**src/include/cfl_pkg.sv**
```systemverilog
package cfl_pkg;
  // table count and widths
  localparam int NUM_TABLES  = 2;
  localparam int SEL_W       = 3;
  localparam int PATTERN_W   = 8;
  localparam int FILT_W      = 2;
  localparam int SEQ_W       = 3;
  localparam int SYNC_STAGES = 3;
  localparam int FILT_TAPS   = 4;

  // input source select codes
  localparam logic [2:0] SRC_MASK     = 3'h0;
  localparam logic [2:0] SRC_FEEDBACK = 3'h1;
  localparam logic [2:0] SRC_LINK     = 3'h2;
  localparam logic [2:0] SRC_EVENT0   = 3'h3;
  localparam logic [2:0] SRC_EVENT1   = 3'h4;
  localparam logic [2:0] SRC_IO       = 3'h5;
  localparam logic [2:0] SRC_AC       = 3'h6;
  localparam logic [2:0] SRC_TC       = 3'h7;

  // output stage options
  localparam logic [1:0] FILT_OFF     = 2'h0;
  localparam logic [1:0] FILT_SYNC    = 2'h1;
  localparam logic [1:0] FILT_FILTER  = 2'h2;

  // sequencer function codes
  localparam logic [2:0] SEQ_OFF      = 3'h0;
  localparam logic [2:0] SEQ_DFF      = 3'h1;
  localparam logic [2:0] SEQ_JK       = 3'h2;
  localparam logic [2:0] SEQ_DLATCH   = 3'h3;
  localparam logic [2:0] SEQ_RS       = 3'h4;

  // reset values
  localparam logic [2:0] RST_SEL      = 3'h0;
  localparam logic [7:0] RST_PATTERN  = 8'h00;
  localparam logic [1:0] RST_FILT     = 2'h0;
  localparam logic [2:0] RST_SEQ      = 3'h0;
endpackage : cfl_pkg

```
**src/include/cfl_tbl_if.sv**
```systemverilog
`timescale 1ns/10ps
interface cfl_tbl_if;
  logic [1:0]      active;
  logic [1:0]      tick;
  logic [1:0]      raw;
  logic [1:0]      edge_en;
  logic [1:0][1:0] filt_sel;
  logic [1:0]      result;
  logic [2:0]      seq_mode;
  logic            seq_q;

  modport ctrl (output active, tick, raw, edge_en, filt_sel, seq_mode, input result, seq_q);
  modport filt (input active, tick, raw, edge_en, filt_sel, output result);
  modport seq  (input active, tick, result, seq_mode, output seq_q);
endinterface : cfl_tbl_if

```
**src/design/cfl_out_stage.sv**
```systemverilog
`timescale 1ns/10ps
module cfl_out_stage (
  // clock and reset
  input  wire logic sys_clk_i,
  input  wire logic rst_n_i,
  // table side
  cfl_tbl_if.filt   tbl
);

  typedef struct packed {
    logic [1:0][cfl_pkg::FILT_TAPS-1:0] taps;
    logic [1:0]                         filt;
    logic [1:0]                         prev;
  } cfl_stage_type;

  cfl_stage_type st_ff;
  cfl_stage_type nxt_st;
  logic [1:0]    level;

  always_comb begin
    nxt_st = st_ff;
    for (int n = 0; n < 2; n++) begin
      if (!tbl.active[n]) begin
        // whole stage cleared on the cycle after disable
        nxt_st.taps[n] = '0;
        nxt_st.filt[n] = 1'b0;
        nxt_st.prev[n] = 1'b0;
      end else if (tbl.tick[n]) begin
        nxt_st.taps[n] = {st_ff.taps[n][cfl_pkg::FILT_TAPS-2:0], tbl.raw[n]};
        // three agreeing samples after two sync taps: 4..5 ticks late
        if (st_ff.taps[n][1] == st_ff.taps[n][2] && st_ff.taps[n][2] == st_ff.taps[n][3]) begin
          nxt_st.filt[n] = st_ff.taps[n][3];
        end
        nxt_st.prev[n] = level[n];
      end
    end
  end

  always_comb begin
    for (int n = 0; n < 2; n++) begin
      if (tbl.filt_sel[n] == cfl_pkg::FILT_SYNC) begin
        level[n] = st_ff.taps[n][1];
      end else if (tbl.filt_sel[n] == cfl_pkg::FILT_FILTER) begin
        level[n] = st_ff.filt[n];
      end else begin
        level[n] = tbl.raw[n];
      end
      // edge pulse only meaningful with a filter in front of it
      tbl.result[n] = tbl.active[n] & (tbl.edge_en[n] ? (level[n] & ~st_ff.prev[n]) : level[n]);
    end
  end

  always_ff @(posedge sys_clk_i or negedge rst_n_i) begin
    if (!rst_n_i) begin
      st_ff <= '0;
    end else begin
      st_ff <= nxt_st;
    end
  end

endmodule : cfl_out_stage

```
**src/design/cfl_sequencer.sv**
```systemverilog
`timescale 1ns/10ps
module cfl_sequencer (
  // clock and reset
  input  wire logic sys_clk_i,
  input  wire logic rst_n_i,
  // table side
  cfl_tbl_if.seq    tbl
);

  typedef struct packed {
    logic q;
  } cfl_seq_type;

  cfl_seq_type st_ff;
  cfl_seq_type nxt_st;
  logic        even_in;
  logic        odd_in;

  always_comb begin
    nxt_st  = st_ff;
    even_in = tbl.result[0];
    odd_in  = tbl.result[1];
    if (!tbl.active[0]) begin
      nxt_st.q = 1'b0;
    end else begin
      case (tbl.seq_mode)
        cfl_pkg::SEQ_DFF: begin
          if (tbl.tick[0] && odd_in) begin
            nxt_st.q = even_in;
          end
        end
        cfl_pkg::SEQ_JK: begin
          if (tbl.tick[0]) begin
            case ({even_in, odd_in})
              2'h1:    nxt_st.q = 1'b0;
              2'h2:    nxt_st.q = 1'b1;
              2'h3:    nxt_st.q = ~st_ff.q;
              default: nxt_st.q = st_ff.q;
            endcase
          end
        end
        cfl_pkg::SEQ_DLATCH: begin
          // level sensitive, so it follows every system cycle
          if (odd_in) begin
            nxt_st.q = even_in;
          end
        end
        cfl_pkg::SEQ_RS: begin
          // forbidden 1/1 simply holds
          if (even_in && !odd_in) begin
            nxt_st.q = 1'b1;
          end else if (!even_in && odd_in) begin
            nxt_st.q = 1'b0;
          end
        end
        default: nxt_st.q = 1'b0;
      endcase
    end
  end

  // clear is seen at once while the register catches up
  assign tbl.seq_q = st_ff.q & tbl.active[0];

  always_ff @(posedge sys_clk_i or negedge rst_n_i) begin
    if (!rst_n_i) begin
      st_ff <= '0;
    end else begin
      st_ff <= nxt_st;
    end
  end

endmodule : cfl_sequencer

```
**src/design/cfl_top.sv**
```systemverilog
`timescale 1ns/10ps
module cfl_top (
  // clock and reset
  input  wire logic            sys_clk_i,
  input  wire logic            reset_n_i,
  // global control
  input  wire logic            global_control_wr_i,
  input  wire logic            global_enable_i,
  // table control first
  input  wire logic [1:0]      table_control_first_wr_i,
  input  wire logic [1:0]      table_enable_i,
  input  wire logic [1:0]      table_clock_source_select_i,
  input  wire logic [1:0][1:0] filter_select_i,
  input  wire logic [1:0]      edge_detect_i,
  // table control second and third
  input  wire logic [1:0]      table_control_second_wr_i,
  input  wire logic [1:0][2:0] input_zero_source_select_i,
  input  wire logic [1:0][2:0] input_one_source_select_i,
  input  wire logic [1:0]      table_control_third_wr_i,
  input  wire logic [1:0][2:0] input_two_source_select_i,
  // patterns
  input  wire logic [1:0]      pattern_wr_i,
  input  wire logic [1:0][7:0] pattern_i,
  // sequencer control
  input  wire logic            sequencer_control_wr_i,
  input  wire logic [2:0]      sequencer_function_select_i,
  // signal sources
  input  wire logic [1:0][2:0] table_input_pins_i,
  input  wire logic [1:0]      event_in_i,
  input  wire logic            comparator_i,
  input  wire logic [2:0]      timer_wave_i,
  // outputs
  output logic      [1:0]      table_output_pin_o,
  output logic      [1:0]      table_event_o,
  output logic                 sequencer_output_o,
  output logic                 block_enabled_o,
  output logic      [1:0]      table_enabled_o
);

  ////////////////////////////////////////////////////////////////////////////
  // state

  typedef struct packed {
    logic                                     glob_en;
    logic [1:0]                               tbl_en;
    logic [1:0]                               clk_src;
    logic [1:0][1:0]                          filt_sel;
    logic [1:0]                               edge_en;
    logic [1:0][2:0]                          sel0;
    logic [1:0][2:0]                          sel1;
    logic [1:0][2:0]                          sel2;
    logic [1:0][7:0]                          pattern;
    logic [2:0]                               seq_mode;
    logic [1:0][2:0][cfl_pkg::SYNC_STAGES-1:0] pin_s;
    logic [1:0][2:0]                          pin_v;
    logic [1:0][cfl_pkg::SYNC_STAGES-1:0]     evt_s;
    logic [1:0]                               evt_v;
    logic [1:0]                               in2_prev;
    logic [1:0]                               out;
    logic                                     seq_out;
  } cfl_top_type;

  cfl_top_type     st_ff;
  cfl_top_type     nxt_st;
  logic [1:0]      rst_sync_ff;
  logic            rst_n;
  logic [1:0][2:0] in_val;
  logic [1:0]      in2_clk;
  logic [1:0]      tick;
  logic [1:0]      active;
  logic [1:0]      lut_raw;

  cfl_tbl_if tbl_if ();

  ////////////////////////////////////////////////////////////////////////////
  // functions

  function automatic logic cfl_lookup(input logic [7:0] pat, input logic [2:0] idx);
    logic bit_val;
    bit_val = pat[idx];
    return bit_val;
  endfunction : cfl_lookup

  function automatic logic cfl_source(
    input logic [2:0] sel,
    input logic       feedback,
    input logic       link,
    input logic [1:0] evt,
    input logic       pin,
    input logic       ac,
    input logic       tc
  );
    logic val;
    val = 1'b0;
    if (sel == cfl_pkg::SRC_FEEDBACK) begin
      val = feedback;
    end else if (sel == cfl_pkg::SRC_LINK) begin
      val = link;
    end else if (sel == cfl_pkg::SRC_EVENT0) begin
      val = evt[0];
    end else if (sel == cfl_pkg::SRC_EVENT1) begin
      val = evt[1];
    end else if (sel == cfl_pkg::SRC_IO) begin
      val = pin;
    end else if (sel == cfl_pkg::SRC_AC) begin
      val = ac;
    end else if (sel == cfl_pkg::SRC_TC) begin
      val = tc;
    end
    return val;
  endfunction : cfl_source

  ////////////////////////////////////////////////////////////////////////////
  // reset release

  always_ff @(posedge sys_clk_i or negedge reset_n_i) begin
    if (!reset_n_i) begin
      rst_sync_ff <= 2'h0;
    end else begin
      rst_sync_ff <= {rst_sync_ff[0], 1'b1};
    end
  end

  assign rst_n = rst_sync_ff[1];

  ////////////////////////////////////////////////////////////////////////////
  // input routing and ticks

  always_comb begin
    for (int n = 0; n < 2; n++) begin
      // link from the other table's registered output keeps loops out
      for (int k = 0; k < 3; k++) begin
        logic [2:0] sel;
        sel = (k == 0) ? st_ff.sel0[n] : ((k == 1) ? st_ff.sel1[n] : st_ff.sel2[n]);
        in_val[n][k] = cfl_source(sel, tbl_if.seq_q, st_ff.out[1 - n], st_ff.evt_v,
                                  st_ff.pin_v[n][k], comparator_i, timer_wave_i[k]);
      end
      in2_clk[n] = in_val[n][2];
      active[n]  = st_ff.glob_en & st_ff.tbl_en[n];
      // no halt input at all, so debug stops nothing
      tick[n]    = st_ff.clk_src[n] ? (in2_clk[n] & ~st_ff.in2_prev[n]) : 1'b1;
      lut_raw[n] = active[n] & cfl_lookup(st_ff.pattern[n],
                     {in_val[n][2] & ~st_ff.clk_src[n], in_val[n][1], in_val[n][0]});
    end
  end

  assign tbl_if.active   = active;
  assign tbl_if.tick     = tick;
  assign tbl_if.raw      = lut_raw;
  assign tbl_if.edge_en  = st_ff.edge_en;
  assign tbl_if.filt_sel = st_ff.filt_sel;
  assign tbl_if.seq_mode = st_ff.seq_mode;

  ////////////////////////////////////////////////////////////////////////////
  // next state

  always_comb begin
    nxt_st = st_ff;

    // three stage sync, value moves once the last two agree
    for (int n = 0; n < 2; n++) begin
      for (int k = 0; k < 3; k++) begin
        nxt_st.pin_s[n][k] = {st_ff.pin_s[n][k][1:0], table_input_pins_i[n][k]};
        if (st_ff.pin_s[n][k][1] == st_ff.pin_s[n][k][2]) begin
          nxt_st.pin_v[n][k] = st_ff.pin_s[n][k][2];
        end
      end
      nxt_st.evt_s[n] = {st_ff.evt_s[n][1:0], event_in_i[n]};
      if (st_ff.evt_s[n][1] == st_ff.evt_s[n][2]) begin
        nxt_st.evt_v[n] = st_ff.evt_s[n][2];
      end
      nxt_st.in2_prev[n] = in2_clk[n];
    end

    // clock sources are guarded by each table's enable below, not by this block enable
    if (global_control_wr_i) begin
      nxt_st.glob_en = global_enable_i;
    end

    for (int n = 0; n < 2; n++) begin
      // protected fields only move while the table is still off
      if (table_control_first_wr_i[n]) begin
        nxt_st.tbl_en[n] = table_enable_i[n];
        if (!st_ff.tbl_en[n]) begin
          nxt_st.clk_src[n]  = table_clock_source_select_i[n];
          nxt_st.filt_sel[n] = filter_select_i[n];
          nxt_st.edge_en[n]  = edge_detect_i[n];
        end
      end
      if (table_control_second_wr_i[n] && !st_ff.tbl_en[n]) begin
        nxt_st.sel0[n] = input_zero_source_select_i[n];
        nxt_st.sel1[n] = input_one_source_select_i[n];
      end
      if (table_control_third_wr_i[n] && !st_ff.tbl_en[n]) begin
        nxt_st.sel2[n] = input_two_source_select_i[n];
      end
      if (pattern_wr_i[n] && !st_ff.tbl_en[n]) begin
        nxt_st.pattern[n] = pattern_i[n];
      end
    end

    if (sequencer_control_wr_i && !st_ff.tbl_en[0]) begin
      nxt_st.seq_mode = sequencer_function_select_i;
    end

    // registered outputs cost one cycle but keep pins glitch free
    nxt_st.out     = tbl_if.result;
    nxt_st.seq_out = tbl_if.seq_q;
  end

  always_ff @(posedge sys_clk_i or negedge rst_n) begin
    if (!rst_n) begin
      st_ff <= '0;
    end else begin
      st_ff <= nxt_st;
    end
  end

  ////////////////////////////////////////////////////////////////////////////
  // output stage and sequencer

  cfl_out_stage u_out_stage (
    .sys_clk_i (sys_clk_i),
    .rst_n_i   (rst_n),
    .tbl       (tbl_if.filt)
  );

  cfl_sequencer u_sequencer (
    .sys_clk_i (sys_clk_i),
    .rst_n_i   (rst_n),
    .tbl       (tbl_if.seq)
  );

  ////////////////////////////////////////////////////////////////////////////
  // outputs

  assign table_output_pin_o = st_ff.out;
  assign table_event_o      = st_ff.out;
  assign sequencer_output_o = st_ff.seq_out;
  assign block_enabled_o    = st_ff.glob_en;
  assign table_enabled_o    = st_ff.tbl_en;

endmodule : cfl_top

```
**config.mk**
```make
export PLATFORM = sky130hd
export DESIGN_NAME = cfl_top
export DESIGN_NICKNAME = d
export VERILOG_FILES = /design/src/include/cfl_pkg.sv /design/src/include/cfl_tbl_if.sv /design/src/design/cfl_out_stage.sv /design/src/design/cfl_sequencer.sv /design/src/design/cfl_top.sv
export SDC_FILE = /design/constraint.sdc
export NUM_CORES = 1
export LEC_CHECK = 0
export BUFFER_PORTS_ARGS = -buffer_cell sky130_fd_sc_hd__buf_2
export CAP_MARGIN = 30
export CELL_PAD_IN_SITES_DETAIL_PLACEMENT = 1
export CELL_PAD_IN_SITES_GLOBAL_PLACEMENT = 1
export CORE_ASPECT_RATIO = 1.5
export CORE_MARGIN = 3
export CORE_UTILIZATION = 35
export CTS_CLUSTER_SIZE = 40
export DETAILED_ROUTE_END_ITERATION = 6
export PLACE_DENSITY_LB_ADDON = 0.1
export SLEW_MARGIN = 20
export SYNTH_ARGS = -nofsm -noshare
export SYNTH_HDL_FRONTEND = slang
export SYNTH_SLANG_ARGS = --single-unit
```
**constraint.sdc**
```tcl
create_clock -name sys_clk_i -period 8.9 [get_ports sys_clk_i]
set_input_delay 0.89 -clock sys_clk_i [delete_from_list [all_inputs] [get_ports sys_clk_i]]
set_output_delay 0.89 -clock sys_clk_i [all_outputs]
set_load 0.05 [all_outputs]
```
==> impl_results.md <==
- Vias in the first global route: 3051
- Core ar.: 12080 sq um
- Status: finished, final reports clean
- Wire length per cell: 17.23 microns
- Chip Height: 142.8 microns
- Initial antenna violation count: 0
- Peak supply drop: between 0.08 and 0.09 mV
- Largest net degree at the start of global routing: 62
- CP Capture Type: flop
- Clock Sink Count: 100
- Port Buffers: just under 80
- Syn Nets: 399
- Total number of vias: 2773
- Clock Latency Late Sink: approximately 0.34 ns
- CTS buffer count: 9
- Hold_buf cts: 0
- Starting DRC count in detailed routing: 92
- Post-Syn Area: about 4400 sq um
- Setup WS pre-CTS: between 4 and 5 ns
- P_leak: 2.329 nW
- Antenna diode count: 0
- Hold WS: 0.3025 ns
- CP max-delay cell: dfrtp_1
- DRC: 0
- CTS clk-pin slew, worst paths: 0.08 ns
- Worst R2R Start: table_enabled_o[0]$_DFFE_PN0P_
- Post-Synth XOR/XNOR Area: 0
- Max cap viols: 0
- Worst Tran Pin Value: about 0.8 ns
- Vias/cell: 4.970
- Post-DRT Antenna Nets: 0
- Reg2Reg Setup Slack: 4.98 ns
- Fin. max-slew vios: 0
- PnR worst setup slack: around 5.0 ns
- Setup violators final: 0
- GRT Total Usage: 0.1462
- Yosys reg bits: 100
- Crit path required time: 9.12 ns
- Sum Neg Setup Slack: 0 ns
- Final Hold Fails: 0
- Mapped Avg Cell Area: 13.47 sq um
- CTS tree: yes
- Final Core Density: 0.4275
- Die Area: between 10000 and 15000 sq um
- Clk buf depth: 2
- Post-Synth Simple-Gate Area: 0.08971
- R2r endpoint: u_sequencer.st_ff$_DFFE_PN0P_
- Post-synthesis sequential area ratio: 0.5732
- Pwr dens: 233.1 nW/um^2
- Drt first pass iters: 4
- Detail Placement HPWL: 7154 microns
- Max Fclk: 255.1 MHz
- Multi-input logic area: 1750 sq um
- Worst hold path type: flop to async pin
- Worst path top cell family by delay: compound AO/OA/AOI/OAI gates
- RePlAce Congestion: 0.8055
- Layout area overhead: 18.29%
- Adder-Cell Fraction of Synth Area: 0.02694
- Max stage delay on crit path: 0.62 ns
- Main combinational cell family by area after synthesis: multiplexers
- EDFF count, synth: 0
- Mux cell area share after synthesis: 0.1983
- Critical Path AT: around 4.1 ns
- RSZ-0062 raised after global routing: false
- Core Rows: just under 50
- Fin Clk Skew: 0.01188 ns
- Most common flop cell mapped by yosys: dfrtp_1
- Die width: around 97 microns
- Asr flop ratio synth: 1.000
- First-pass GRT wire length: roughly 16000 microns
- Relative slew slack: 0.4776
- Post_cts resized: 0
- Post-synthesis compound-gate area fraction: 0.08512
- # IOs: 80
- Final WL: 9614 microns
- Worst path bufs/invs: 1
- Period utilisation layout: 0.4405
- Share of layout cells above drive strength 1: 0.4148
- Fillcell total: 1311
- Syn Inst Count: 324
- Initial Util: 0.3614
- Root buf cell: clkbuf_16
- CP max FO: 10
- Crit Path Category: flop to flop
- Post-CTS setup buffers: 0
- CP startpoint kind: flop
- Register area: 2506 sq um
- Minimum clock period: slightly below 4 ns
- R2R depth: 14
- GR Overflow Total: 0
- Post-synth cell types: 50
- Final #Nets: 475
- H-tree levels: 3
- Yosys Warn Count: 0
- Crit-path cells: and3_1, nand3_1, a31oi_2, mux4_2, mux2i_1, o21ai_1, o2111ai_1, inv_1, ha_1, o31ai_1, nand3b_1, a211oi_1, a211oi_2, mux2_1
-- power breakdown --
| part | internal, W | switching (W) |
|---|---|---|
| clock network | 0.000198 | 0.000185 |
| logic | 0.000125 | 0.000118 |
| registers | 0.000513 | 0.0000640 |
-- per-stage QoR --
stage	total power, W	cell area, sq um	cells
3_3_place_gp	0.0008248	4873	542
6_report	0.001204	5164	558
5_1_grt	0.001277	5164	558
2_1_floorplan	0.0007637	4365	324
3_5_place_dp	0.0008332	4873	542
4_1_cts	0.001224	5164	558
-- Yosys cell counts, drive strengths merged, types with 2 or more instances --
cell | instances | share of area
a211o | 2 | 0.0043
a211oi | 11 | 0.021
a21boi | 3 | 0.0052
a21oi | 13 | 0.015
and2 | 3 | 0.0049
and3 | 4 | 0.0057
buf | 10 | 0.016
clkbuf | 5 | 0.0046
dfrtp | 100 | 0.57
ha | 3 | 0.0086
inv | 6 | 0.0052
maj3 | 8 | 0.018
mux2 | 52 | 0.13
mux2i | 10 | 0.023
mux4 | 8 | 0.041
nand2 | 20 | 0.017
nand2b | 2 | 0.0029
nand3 | 4 | 0.0075
nand3b | 5 | 0.0086
nor2 | 14 | 0.012
nor2b | 11 | 0.016
nor3b | 4 | 0.0069
o21ai | 7 | 0.0089
o31ai | 3 | 0.0052
-- state kept, by name, indices dropped and copies added, names as in the netlist --
signal              cells
st_ff                  58
nxt_st                 16
u_out_stage.st_ff      12
tbl_if.seq_mode         3
rst_sync_ff             2
table_enabled_o         2
table_event_o           2
tbl_if.edge_en          2
block_enabled_o         1
sequencer_output_o      1
u_sequencer.st_ff       1
-- area by class of cell --
| class | instances | area share |
|---|---|---|
| sequential | 100 | 0.4853 |
| inverter | 6 | 0.004362 |
| clock inverter | 7 | 0.01260 |
| tap | 153 | 0.03707 |
| clock buffer | 9 | 0.04362 |
| multi-input combinational | 203 | 0.3390 |
| timing repair buffer | 80 | 0.07802 |
-- cells by family (layout without fill, tap and decap cells) --
kind of cell / count (synthesis) / in the layout
adders and majority gates: 11 / 11
buffers and inverters: 21 / 102
other: 1 / 1
and+or+nand+nor: 72 / 72
AOI/OAI and AO/OA: 49 / 49
muxes: 70 / 70
DFF: 100 / 100
-- routing by layer --
layer | GRT usage | part of all wire | vias to the layer above
li1 | - | - | 1312
met1 | 0.1843 | 0.43 | 1394
met2 | 0.2500 | 0.51 | 58
met3 | 0.02933 | 0.037 | 9
met4 | 0.05399 | 0.017 | 0
met5 | 0 | 0 | -
-- worst max path at each step --
stage                                   startpoint                       endpoint  slack [ns]  depth (start not counted)
global route        table_enabled_o[0]$_DFFE_PN0P_  u_sequencer.st_ff$_DFFE_PN0P_        4.59                         14
CTS                 table_enabled_o[0]$_DFFE_PN0P_  u_sequencer.st_ff$_DFFE_PN0P_        4.84                         14
floorplan                          timer_wave_i[0]  u_sequencer.st_ff$_DFFE_PN0P_        5.12                         14
detailed placement                    comparator_i  u_sequencer.st_ff$_DFFE_PN0P_        4.67                         15
finish              table_enabled_o[0]$_DFFE_PN0P_  u_sequencer.st_ff$_DFFE_PN0P_        4.98                         14
global placement                      comparator_i  u_sequencer.st_ff$_DFFE_PN0P_        4.77                         15
-- layout by cell type (no fill, tap or decap), drive strengths merged, types with 2 or more instances in the layout --
master / Yosys / layout
a211o: 2 / 2
ha: 3 / 3
mux2i: 10 / 10
mux4: 8 / 8
nand3: 4 / 4
a211oi: 11 / 11
nand2: 20 / 20
nor2b: 11 / 11
maj3: 8 / 8
clkbuf: 5 / 9
clkinv: 0 / 2
mux2: 52 / 52
a21oi: 13 / 13
nor2: 14 / 14
buf: 10 / 80
a21boi: 3 / 3
dfrtp: 100 / 100
nand3b: 5 / 5
inv: 6 / 11
and2: 3 / 3
nand2b: 2 / 2
o31ai: 3 / 3
nor3b: 4 / 4
and3: 4 / 4
o21ai: 7 / 7
Power figures use the tool's default switching activity.
